## config.mk

```make
export PLATFORM = sky130hd
export DESIGN_NAME = oscillator_switch_and_fail_monitor
export DESIGN_NICKNAME = d
export VERILOG_FILES = /design/src/osc_switch_pkg.sv /design/src/oscillator_switch_and_fail_monitor.sv
export SDC_FILE = /design/constraint.sdc
export NUM_CORES = 1
export LEC_CHECK = 0
export ABC_CLOCK_PERIOD_IN_PS = 2250
export BUFFER_PORTS_ARGS = -buffer_cell sky130_fd_sc_hd__buf_2
export CAP_MARGIN = 20
export CELL_PAD_IN_SITES_DETAIL_PLACEMENT = 0
export CELL_PAD_IN_SITES_GLOBAL_PLACEMENT = 2
export CORE_MARGIN = 2
export CORE_UTILIZATION = 23
export DETAILED_ROUTE_END_ITERATION = 16
export HOLD_SLACK_MARGIN = 0.12
export PLACE_DENSITY = 0.73
export REMOVE_ABC_BUFFERS = 1
export SLEW_MARGIN = 15
export SYNTH_ARGS = -nofsm -noshare
export SYNTH_HDL_FRONTEND = slang
export SYNTH_SLANG_ARGS = --single-unit
```

## constraint.sdc

```tcl
create_clock -name i_clock -period 2.25 [get_ports i_clock]
set_input_delay 0.675 -clock i_clock [delete_from_list [all_inputs] [get_ports i_clock]]
set_output_delay 0.675 -clock i_clock [all_outputs]
set_load 0.01 [all_outputs]
```

## src/osc_switch_pkg.sv

```systemverilog
package osc_switch_pkg;

  // Register byte offsets on the bus
  localparam logic [11:0] CTRL_OFFSET = 12'h000;
  localparam logic [11:0] TRIM_OFFSET = 12'h004;

  // Control register field positions
  localparam int CTRL_SWREQ_BIT = 0;
  localparam int CTRL_KEEP_ON_BIT = 1;
  localparam int CTRL_FAIL_BIT = 3;
  localparam int CTRL_LOCK_BIT = 5;
  localparam int CTRL_NEXT_LSB = 8;
  localparam int CTRL_CUR_LSB = 12;
  localparam int TRIM_LSB = 0;

  // Reset values of software state
  localparam logic [3:0] TRIM_RESET = 4'h0;
  localparam logic KEEP_ON_RESET = 1'b0;

  // Unlock keys, per byte of the control register
  localparam logic [7:0] LOW_KEY_FIRST = 8'h46;
  localparam logic [7:0] LOW_KEY_SECOND = 8'h57;
  localparam logic [7:0] HIGH_KEY_FIRST = 8'h78;
  localparam logic [7:0] HIGH_KEY_SECOND = 8'h9a;

  // Byte-lane strobes that count as a single byte write
  localparam logic [3:0] LOW_LANE_ONLY = 4'h1;
  localparam logic [3:0] HIGH_LANE_ONLY = 4'h2;

  // Clock switch settle time
  localparam int CLOCK_PERIOD_NS = 100;
  localparam int SWITCH_TIME_NS = 2000;
  localparam int SWITCH_CYCLES = (SWITCH_TIME_NS + CLOCK_PERIOD_NS - 1) / CLOCK_PERIOD_NS;

  // Switch and monitor configuration encodings
  localparam logic [1:0] MONITOR_ON_CFG = 2'h0;
  localparam int SWITCH_OFF_CFG_BIT = 1;

  // Clock groups
  typedef enum logic [1:0] {
    GRP_SECONDARY = 2'h0,
    GRP_FAST = 2'h1,
    GRP_SLOW = 2'h2,
    GRP_PRIMARY = 2'h3
  } clock_group_t;

  // Multiplier codes in the low bits of the primary mode
  localparam logic [2:0] PLL_X4_MODE = 3'h5;
  localparam logic [2:0] PLL_X8_MODE = 3'h6;
  localparam logic [2:0] PLL_X16_MODE = 3'h7;

  typedef enum logic [1:0] {
    PLL_OFF = 2'h0,
    PLL_X4 = 2'h1,
    PLL_X8 = 2'h3,
    PLL_X16 = 2'h2
  } pll_gain_t;

  // Unlock sequence states, Gray along the path
  typedef enum logic [1:0] {
    KEY_IDLE = 2'h0,
    KEY_HALF = 2'h1,
    KEY_OPEN = 2'h3
  } key_t;

endpackage

```

## src/oscillator_switch_and_fail_monitor.sv

```systemverilog
`timescale 1ns/1ps

// What this block does
// Secondary crystal stays on, even asleep, when kept on
// Secondary drives clock only in group 00, kept on
// PLL gain selectable four, eight or sixteen
// Lock indication follows PLL lock and loss
// Lock status readable in control bit 5
// Group 01 runs from fast internal RC
// Four-bit signed fast RC trim, 1.5% steps
// Slow internal RC always on at power-on
// After power-up delay slow RC on only if needed
// Monitor enabled keeps slow RC on except Sleep
// Failure traps, selects fast RC, flags, clears request
// Watchdog keeps slow RC clock through failure
// Oscillator not started at delay end traps too
// Switch among four groups, primary mode by configuration
// Current group read-only, next writable, both reset-loaded
// Request bit starts switch, clearing it aborts
// Configuration 1x disables switching and monitor
// Switching disabled, configuration alone selects clock
// Software avoids clocks below 100 KHz with monitor
// Low byte unlocked by 46 then 57
// High byte unlocked by 78 then 9A
// Broken sequences discarded, locked writes ignored
module oscillator_switch_and_fail_monitor (
  // Clock and reset
  input wire logic i_clock,
  input wire logic i_rst_n,
  // APB slave
  input wire logic i_psel,
  input wire logic i_penable,
  input wire logic i_pwrite,
  input wire logic [11:0] i_paddr,
  input wire logic [31:0] i_pwdata,
  input wire logic [3:0] i_pstrb,
  output logic [31:0] o_prdata,
  output logic o_pready,
  output logic o_pslverr,
  // Configuration bits, static after power-up
  input wire logic [1:0] i_reset_group_cfg,
  input wire logic [3:0] i_primary_mode_cfg,
  input wire logic [1:0] i_switch_monitor_cfg,
  input wire logic i_watchdog_cfg_enable,
  // Core state
  input wire logic i_sleep,
  input wire logic i_soft_watchdog_enable,
  // Oscillator side, asynchronous
  input wire logic i_clock_fail,
  input wire logic i_pll_lock,
  input wire logic i_osc_ready,
  input wire logic i_power_up_done,
  // Oscillator controls
  output logic o_secondary_osc_on,
  output logic o_use_secondary,
  output logic [1:0] o_clock_group,
  output logic [3:0] o_primary_mode,
  output logic o_pll_enable,
  output osc_switch_pkg::pll_gain_t o_pll_gain,
  output logic o_pll_locked,
  output logic o_fast_rc_on,
  output logic [3:0] o_fast_rc_trim,
  output logic o_slow_rc_on,
  output logic o_fail_trap
);

  localparam int SYNC_FAIL = 0;
  localparam int SYNC_LOCK = 1;
  localparam int SYNC_READY = 2;
  localparam int SYNC_POWER_UP = 3;

  typedef struct packed {
    logic [3:0] sync1;
    logic [3:0] sync2;
    logic [1:0] reset_group;
    logic [3:0] primary_mode;
    logic [1:0] switch_monitor;
    logic [1:0] cur;
    logic [1:0] nxt;
    logic keep_on;
    logic fail_flag;
    logic swreq;
    logic [3:0] trim;
    osc_switch_pkg::key_t lo_key;
    osc_switch_pkg::key_t hi_key;
    logic [7:0] sw_cnt;
    logic trap;
    logic [31:0] prdata;
  } state_t;

  state_t st_reg;
  state_t st_next;

  logic setup;
  logic access;
  logic ctrl_hit;
  logic trim_hit;
  logic mon_en;
  logic sw_en;
  logic fail_cond;
  logic lo_write;
  logic hi_write;
  logic [31:0] rd_word;

  // Advance an unlock sequence by one finished bus transfer
  function automatic osc_switch_pkg::key_t key_step(
    input osc_switch_pkg::key_t k,
    input logic key_write,
    input logic [7:0] d,
    input logic [7:0] k1,
    input logic [7:0] k2
  );
    osc_switch_pkg::key_t r;
    r = osc_switch_pkg::KEY_IDLE;
    if (key_write && k != osc_switch_pkg::KEY_OPEN) begin
      if (k == osc_switch_pkg::KEY_HALF && d == k2) begin
        r = osc_switch_pkg::KEY_OPEN;
      end else if (d == k1) begin
        r = osc_switch_pkg::KEY_HALF;
      end
    end
    return r;
  endfunction

  // Bus decode; every access phase completes at once
  assign setup = i_psel && !i_penable;
  assign access = i_psel && i_penable;
  assign ctrl_hit = i_paddr == osc_switch_pkg::CTRL_OFFSET;
  assign trim_hit = i_paddr == osc_switch_pkg::TRIM_OFFSET;
  assign o_pready = access;
  assign o_pslverr = access && !ctrl_hit && !trim_hit;
  assign o_prdata = st_reg.prdata;

  // Configuration decode
  assign mon_en = st_reg.switch_monitor == osc_switch_pkg::MONITOR_ON_CFG;
  assign sw_en = !st_reg.switch_monitor[osc_switch_pkg::SWITCH_OFF_CFG_BIT];

  // Only one bus transfer fits in an open window
  assign lo_write = access && i_pwrite && ctrl_hit && i_pstrb[0]
    && st_reg.lo_key == osc_switch_pkg::KEY_OPEN;
  assign hi_write = access && i_pwrite && ctrl_hit && i_pstrb[1]
    && st_reg.hi_key == osc_switch_pkg::KEY_OPEN;

  // Failure: running clock lost, or not started when the delay ends
  assign fail_cond = mon_en && st_reg.sync2[SYNC_POWER_UP]
    && st_reg.cur != osc_switch_pkg::GRP_FAST
    && (st_reg.sync2[SYNC_FAIL] || !st_reg.sync2[SYNC_READY]);

  // Read word assembly
  always_comb begin
    rd_word = 32'h0;
    if (ctrl_hit) begin
      rd_word[osc_switch_pkg::CTRL_SWREQ_BIT] = st_reg.swreq;
      rd_word[osc_switch_pkg::CTRL_KEEP_ON_BIT] = st_reg.keep_on;
      rd_word[osc_switch_pkg::CTRL_FAIL_BIT] = st_reg.fail_flag;
      rd_word[osc_switch_pkg::CTRL_LOCK_BIT] = st_reg.sync2[SYNC_LOCK];
      rd_word[osc_switch_pkg::CTRL_NEXT_LSB +: 2] = st_reg.nxt;
      rd_word[osc_switch_pkg::CTRL_CUR_LSB +: 2] = st_reg.cur;
    end else if (trim_hit) begin
      rd_word[osc_switch_pkg::TRIM_LSB +: 4] = st_reg.trim;
    end
  end

  // Next state: sync, bus, switch engine, then failure on top
  always_comb begin
    st_next = st_reg;
    st_next.sync1 = {i_power_up_done, i_osc_ready, i_pll_lock, i_clock_fail};
    st_next.sync2 = st_reg.sync1;
    st_next.trap = 1'b0;
    if (setup) begin
      st_next.prdata = rd_word;
    end
    // Any transfer that is not the next key breaks a sequence
    if (access) begin
      st_next.lo_key = key_step(st_reg.lo_key,
        i_pwrite && ctrl_hit && i_pstrb == osc_switch_pkg::LOW_LANE_ONLY,
        i_pwdata[7:0], osc_switch_pkg::LOW_KEY_FIRST,
        osc_switch_pkg::LOW_KEY_SECOND);
      st_next.hi_key = key_step(st_reg.hi_key,
        i_pwrite && ctrl_hit && i_pstrb == osc_switch_pkg::HIGH_LANE_ONLY,
        i_pwdata[15:8], osc_switch_pkg::HIGH_KEY_FIRST,
        osc_switch_pkg::HIGH_KEY_SECOND);
      if (i_pwrite && trim_hit && i_pstrb[0]) begin
        st_next.trim = i_pwdata[osc_switch_pkg::TRIM_LSB +: 4];
      end
    end
    // Switch engine runs on the registered request
    if (!sw_en) begin
      st_next.cur = st_reg.reset_group;
      st_next.swreq = 1'b0;
      st_next.sw_cnt = 8'h0;
    end else if (st_reg.swreq) begin
      if (st_reg.sw_cnt == 8'(osc_switch_pkg::SWITCH_CYCLES - 1)) begin
        st_next.cur = st_reg.nxt;
        st_next.swreq = 1'b0;
        st_next.sw_cnt = 8'h0;
      end else begin
        st_next.sw_cnt = st_reg.sw_cnt + 8'h1;
      end
    end else begin
      st_next.sw_cnt = 8'h0; // Aborted or idle
    end
    // Unlocked writes; clearing the request aborts a switch
    if (lo_write) begin
      st_next.keep_on = i_pwdata[osc_switch_pkg::CTRL_KEEP_ON_BIT];
      st_next.swreq = sw_en && i_pwdata[osc_switch_pkg::CTRL_SWREQ_BIT];
      if (!i_pwdata[osc_switch_pkg::CTRL_FAIL_BIT]) begin
        st_next.fail_flag = 1'b0;
      end
    end
    if (hi_write) begin
      st_next.nxt = i_pwdata[osc_switch_pkg::CTRL_NEXT_LSB +: 2];
    end
    // Failure wins over request and fail-flag writes in the same cycle
    if (fail_cond) begin
      st_next.cur = osc_switch_pkg::GRP_FAST;
      st_next.fail_flag = 1'b1;
      st_next.swreq = 1'b0;
      st_next.sw_cnt = 8'h0;
      st_next.trap = 1'b1;
    end
    // Synchronous reset loads the configuration bits
    if (!i_rst_n) begin
      st_next = '0;
      st_next.reset_group = i_reset_group_cfg;
      st_next.primary_mode = i_primary_mode_cfg;
      st_next.switch_monitor = i_switch_monitor_cfg;
      st_next.cur = i_reset_group_cfg;
      st_next.nxt = i_reset_group_cfg;
      st_next.keep_on = osc_switch_pkg::KEEP_ON_RESET;
      st_next.trim = osc_switch_pkg::TRIM_RESET;
      st_next.lo_key = osc_switch_pkg::KEY_IDLE;
      st_next.hi_key = osc_switch_pkg::KEY_IDLE;
    end
  end

  // All state in one register
  always_ff @(posedge i_clock) begin
    st_reg <= st_next;
  end

  // Secondary crystal control, independent of Sleep
  assign o_secondary_osc_on = st_reg.keep_on;
  assign o_use_secondary = st_reg.cur == osc_switch_pkg::GRP_SECONDARY
    && st_reg.keep_on;
  assign o_clock_group = st_reg.cur;
  assign o_primary_mode = st_reg.primary_mode;

  // PLL gain from the primary mode; only in the primary group
  always_comb begin
    o_pll_gain = osc_switch_pkg::PLL_OFF;
    if (st_reg.cur == osc_switch_pkg::GRP_PRIMARY) begin
      case (st_reg.primary_mode[2:0])
        osc_switch_pkg::PLL_X4_MODE: o_pll_gain = osc_switch_pkg::PLL_X4;
        osc_switch_pkg::PLL_X8_MODE: o_pll_gain = osc_switch_pkg::PLL_X8;
        osc_switch_pkg::PLL_X16_MODE: o_pll_gain = osc_switch_pkg::PLL_X16;
        default: o_pll_gain = osc_switch_pkg::PLL_OFF;
      endcase
    end
  end
  assign o_pll_enable = o_pll_gain != osc_switch_pkg::PLL_OFF;
  assign o_pll_locked = st_reg.sync2[SYNC_LOCK];

  // Fast RC runs whenever it is the current group
  assign o_fast_rc_on = st_reg.cur == osc_switch_pkg::GRP_FAST;
  assign o_fast_rc_trim = st_reg.trim;

  // Slow RC: on through power-up, then only while something needs it;
  // failure only drops the slow group term, so the watchdog keeps counting
  assign o_slow_rc_on = !st_reg.sync2[SYNC_POWER_UP]
    || (mon_en && !i_sleep)
    || i_watchdog_cfg_enable || i_soft_watchdog_enable
    || st_reg.cur == osc_switch_pkg::GRP_SLOW;

  assign o_fail_trap = st_reg.trap;
endmodule

```

==> flow_summary_export.csv <==
group,metric,value,unit
worst_setup_path,worst_ep_arrival_time,1.73,ns
floorplan,num_io_pins,121,
clocking,cts_num_sinks,49,
sta,final-setup-viol-count,1,
worst_setup_path,worst-path-max-fanout,2,
global_routing,initial_antenna_violation_count,0,
floorplan,core_region_area,10300,um2
placed_design,placement_cell_area,2800,um2
min_path,hp-class,"flip-flop to flip-flop",
placed_design,gp_congestion,0.696,
cells_and_area,multi_input_gate_area,1030,um2
floorplan,row_count,37,
placed_design,place_hpwl,4.60,mm
placed_design,numPortBuffers,81,
yosys,synth-edff-count,12,
global_routing,met1_usage,13.4,%
sta,hold_violations,0,
drt,dr_total_vias,1897,
cells_and_area,fillers,1147,
yosys,syn_area_per_cell,9.38,um2
sta,setup-tns-final,-0.156,ns
clocking,clockRootBuffer,"sky130_fd_sc_hd__clkbuf_8",
yosys,synth-seq-area-share,45.3,%
clocking,cts_htree_levels,2,
floorplan,start_util,23.6,%
yosys,synth_cells,259,
status,failing_checks,"negative setup slack",
sta,timing.final.max_slew_violations,0,
floorplan,die_area,11400,um2
yosys,post_synth_num_cell_types,42,
worst_setup_path,r2r_start,"o_clock_group[1]",
sta,max_fclk,416,MHz
run,cap_viol_max_count,0,
clocking,numCtsBuffers,5,
cells_and_area,largest_register_ff_count,27,
global_routing,grt.overflow.total,0,
sta,finalWorstPathRequiredPeriod,2.41,ns
cells_and_area,fin_area,2910,um2
clocking,cts.path.max_buffers,2,
cells_and_area,final_nets,397,
worst_setup_path,critPathLaunch,"i_paddr[6]",
yosys,synth_async_sr_flop_share,0,%
global_routing,grt_pass1_vias,1804,
sta,worst_hold_margin,0.442,ns
drt,dr.pass1.iters,4,
sta,timing.max_slew.rel_slack,60.0,%
sta,clock-skew-final,0.00819,ns
floorplan,die_width,107,um
worst_setup_path,timing.critical_path.required,1.57,ns
drt,post-route-drc-count,0,
drt,drt_iter0_drc,44,
drt,final_antenna_net_count,0,
clocking,cts.clk_slew.worst_paths,0.08,ns
clocking,cts_tree,"built",
global_routing,grt_util_met3,2.31,%
cells_and_area,area_growth,19.7,%
cells_and_area,layout-drive-gt1-share,33.1,%
yosys,dominantRegCellSynth,"sky130_fd_sc_hd__dfxtp_1",
sta,worst-slew-pin-transition,0.599,ns
sta,setup_slack,-0.156,ns
power,power-per-cell-area,569,nW/um2
yosys,post_synthesis_cell_area,2430,um2
yosys,yosysWarnings,0,
cells_and_area,antenna_cells_inserted,0,
global_routing,grt-busiest-layer,"met2",
global_routing,grt_util_met2,16.6,%
power,leakagePower,1.30,nW
cells_and_area,finalCoreUtilization,28.3,%
cells_and_area,sequential_cell_area,1100,um2
sta,rsz0062_at_grt,"yes",
worst_setup_path,worstSetupStartpointType,"primary input",
drt,avgRoutedWirePerCell,12.1,um
global_routing,grt_start_max_net_pins,23,
placed_design,detailedPlace.worstSlack,-0.186,ns
yosys,flop_and_latch_count_out_of_synthesis,49,
worst_setup_path,timing.setup.critical_path_class,"primary input to output port",
clocking,cts_post_setup_buffers_inserted,0,
global_routing,grt_first_pass_wirelength,9.07,mm
global_routing,grt_use_total,10.2,%
clocking,worst_skew_pair.late_latency,0.30,ns
drt,drt-vias-per-instance,4.08,
sta,post-route-period-util,107,%
power,peakVddDrop,0.234,mV
worst_setup_path,worst_setup_path_end_kind,"output port",
drt,drt_wl_total,5.63,mm
status,status,"finished, violations left",
min_path,min-delay-start,"st_reg[68]",
floorplan,die_height,107,um
worst max-delay path, cell delays in order:
cell and delay (ns):
sky130_fd_sc_hd__buf_6 0.09, sky130_fd_sc_hd__or4_4 0.55, sky130_fd_sc_hd__nor3_4 0.22, sky130_fd_sc_hd__nor2_2 0.05
sky130_fd_sc_hd__buf_2 0.15
cell usage after synthesis, types with 2 or more instances:
| library cell | number | area, um2 |
|---|---|---|
| sky130_fd_sc_hd__a21oi_1 | 9 | 45.0 |
| sky130_fd_sc_hd__and2_1 | 8 | 50.1 |
| sky130_fd_sc_hd__and3_1 | 2 | 12.5 |
| sky130_fd_sc_hd__buf_4 | 43 | 323 |
| sky130_fd_sc_hd__clkbuf_1 | 5 | 18.8 |
| sky130_fd_sc_hd__dfxtp_1 | 37 | 741 |
| sky130_fd_sc_hd__edfxtp_1 | 12 | 360 |
| sky130_fd_sc_hd__inv_1 | 9 | 33.8 |
| sky130_fd_sc_hd__mux2_2 | 4 | 45.0 |
| sky130_fd_sc_hd__mux2i_1 | 8 | 80.1 |
| sky130_fd_sc_hd__nand2_1 | 29 | 109 |
| sky130_fd_sc_hd__nand2b_1 | 4 | 25.0 |
| sky130_fd_sc_hd__nand3_1 | 18 | 90.1 |
| sky130_fd_sc_hd__nand4_1 | 3 | 18.8 |
| sky130_fd_sc_hd__nand4_2 | 2 | 25.0 |
| sky130_fd_sc_hd__nor2_1 | 21 | 78.8 |
| sky130_fd_sc_hd__nor3_1 | 3 | 15.0 |
| sky130_fd_sc_hd__nor3b_1 | 2 | 15.0 |
| sky130_fd_sc_hd__nor4b_1 | 4 | 35.0 |
| sky130_fd_sc_hd__o21ai_0 | 8 | 40.0 |
| sky130_fd_sc_hd__or4_4 | 2 | 22.5 |
| sky130_fd_sc_hd__xnor2_1 | 5 | 43.8 |
| sky130_fd_sc_hd__xor2_1 | 2 | 17.5 |
cell type report:
class / count / share of cell area, %
inverters: 9 / 1.16
clock buffers: 6 / 2.84
clock inverters: 2 / 0.301
repair buffers: 89 / 16.4
well taps: 136 / 5.85
flip-flops and latches: 49 / 37.8
multi-input cells: 174 / 35.6
cells by family after synthesis:
family | synth area share (%)
and+or+nand+nor | 25.1
buffers and inverters | 15.6
DFF | 45.3
AOI/OAI and AO/OA | 5.66
muxes | 5.15
xor gates and xnor gates | 2.52
adders and majority gates | 0.515
other | 0.154
routing by layer:
layer | part of all wire (%) | vias to the layer above
met4 | 1.6 | 0
met1 | 47 | 873
met5 | 0 | -
li1 | - | 960
met2 | 47 | 56
met3 | 5.2 | 8
per-stage QoR:
step / std cells / power (mW)
2_1_floorplan: 232 / 1.05
3_3_place_gp: 457 / 1.15
3_5_place_dp: 457 / 1.16
4_1_cts: 465 / 1.68
5_1_grt: 465 / 1.74
6_report: 465 / 1.66
repair_timing:
| item | 4_1_cts | 5_1_grt |
|---|---|---|
| hold buffers | 0 | 0 |
| endpoints found under the setup margin | 1 | 1 |
| hold endpoints to repair | 0 | 0 |
| pin swaps | 3 | 3 |
| gates resized for setup | 1 | 2 |
cell usage in the layout, fill, tap and decap left out, types with 2 or more instances in the layout:
master and count:
sky130_fd_sc_hd__a21oi_1 9, sky130_fd_sc_hd__or4_4 2, sky130_fd_sc_hd__clkbuf_8 6, sky130_fd_sc_hd__xnor2_1 5, sky130_fd_sc_hd__buf_4 8, sky130_fd_sc_hd__nor3b_1 2
sky130_fd_sc_hd__and2_1 8, sky130_fd_sc_hd__and3_1 2, sky130_fd_sc_hd__dfxtp_1 37, sky130_fd_sc_hd__nand2b_1 4, sky130_fd_sc_hd__inv_1 9, sky130_fd_sc_hd__edfxtp_1 12
sky130_fd_sc_hd__buf_6 2, sky130_fd_sc_hd__nand4_2 2, sky130_fd_sc_hd__conb_1 23, sky130_fd_sc_hd__nor3_1 3, sky130_fd_sc_hd__nand2_1 29, sky130_fd_sc_hd__o21ai_0 8
sky130_fd_sc_hd__nand3_1 18, sky130_fd_sc_hd__mux2_2 4, sky130_fd_sc_hd__mux2i_1 8, sky130_fd_sc_hd__nand4_1 3, sky130_fd_sc_hd__nor4b_1 4, sky130_fd_sc_hd__nor2_1 20
sky130_fd_sc_hd__xor2_1 2, sky130_fd_sc_hd__buf_2 79
final timing paths:
| check | depth (start not counted) | slack, ns | to |
|---|---|---|---|
| worst max-delay path | 5 | -0.16 | o_pslverr |
| worst min-delay path | 1 | 0.44 | st_reg[64] |
| worst max register to register | 4 | 0.48 | st_reg[49] |
| worst min register to register | 1 | 0.44 | st_reg[64] |
power breakdown:
part,switching (mW),internal (mW)
sequential,0.0227,0.931
combinational,0.102,0.0796
clock,0.277,0.244
No activity file was read; power rests on OpenSTA's default activity.
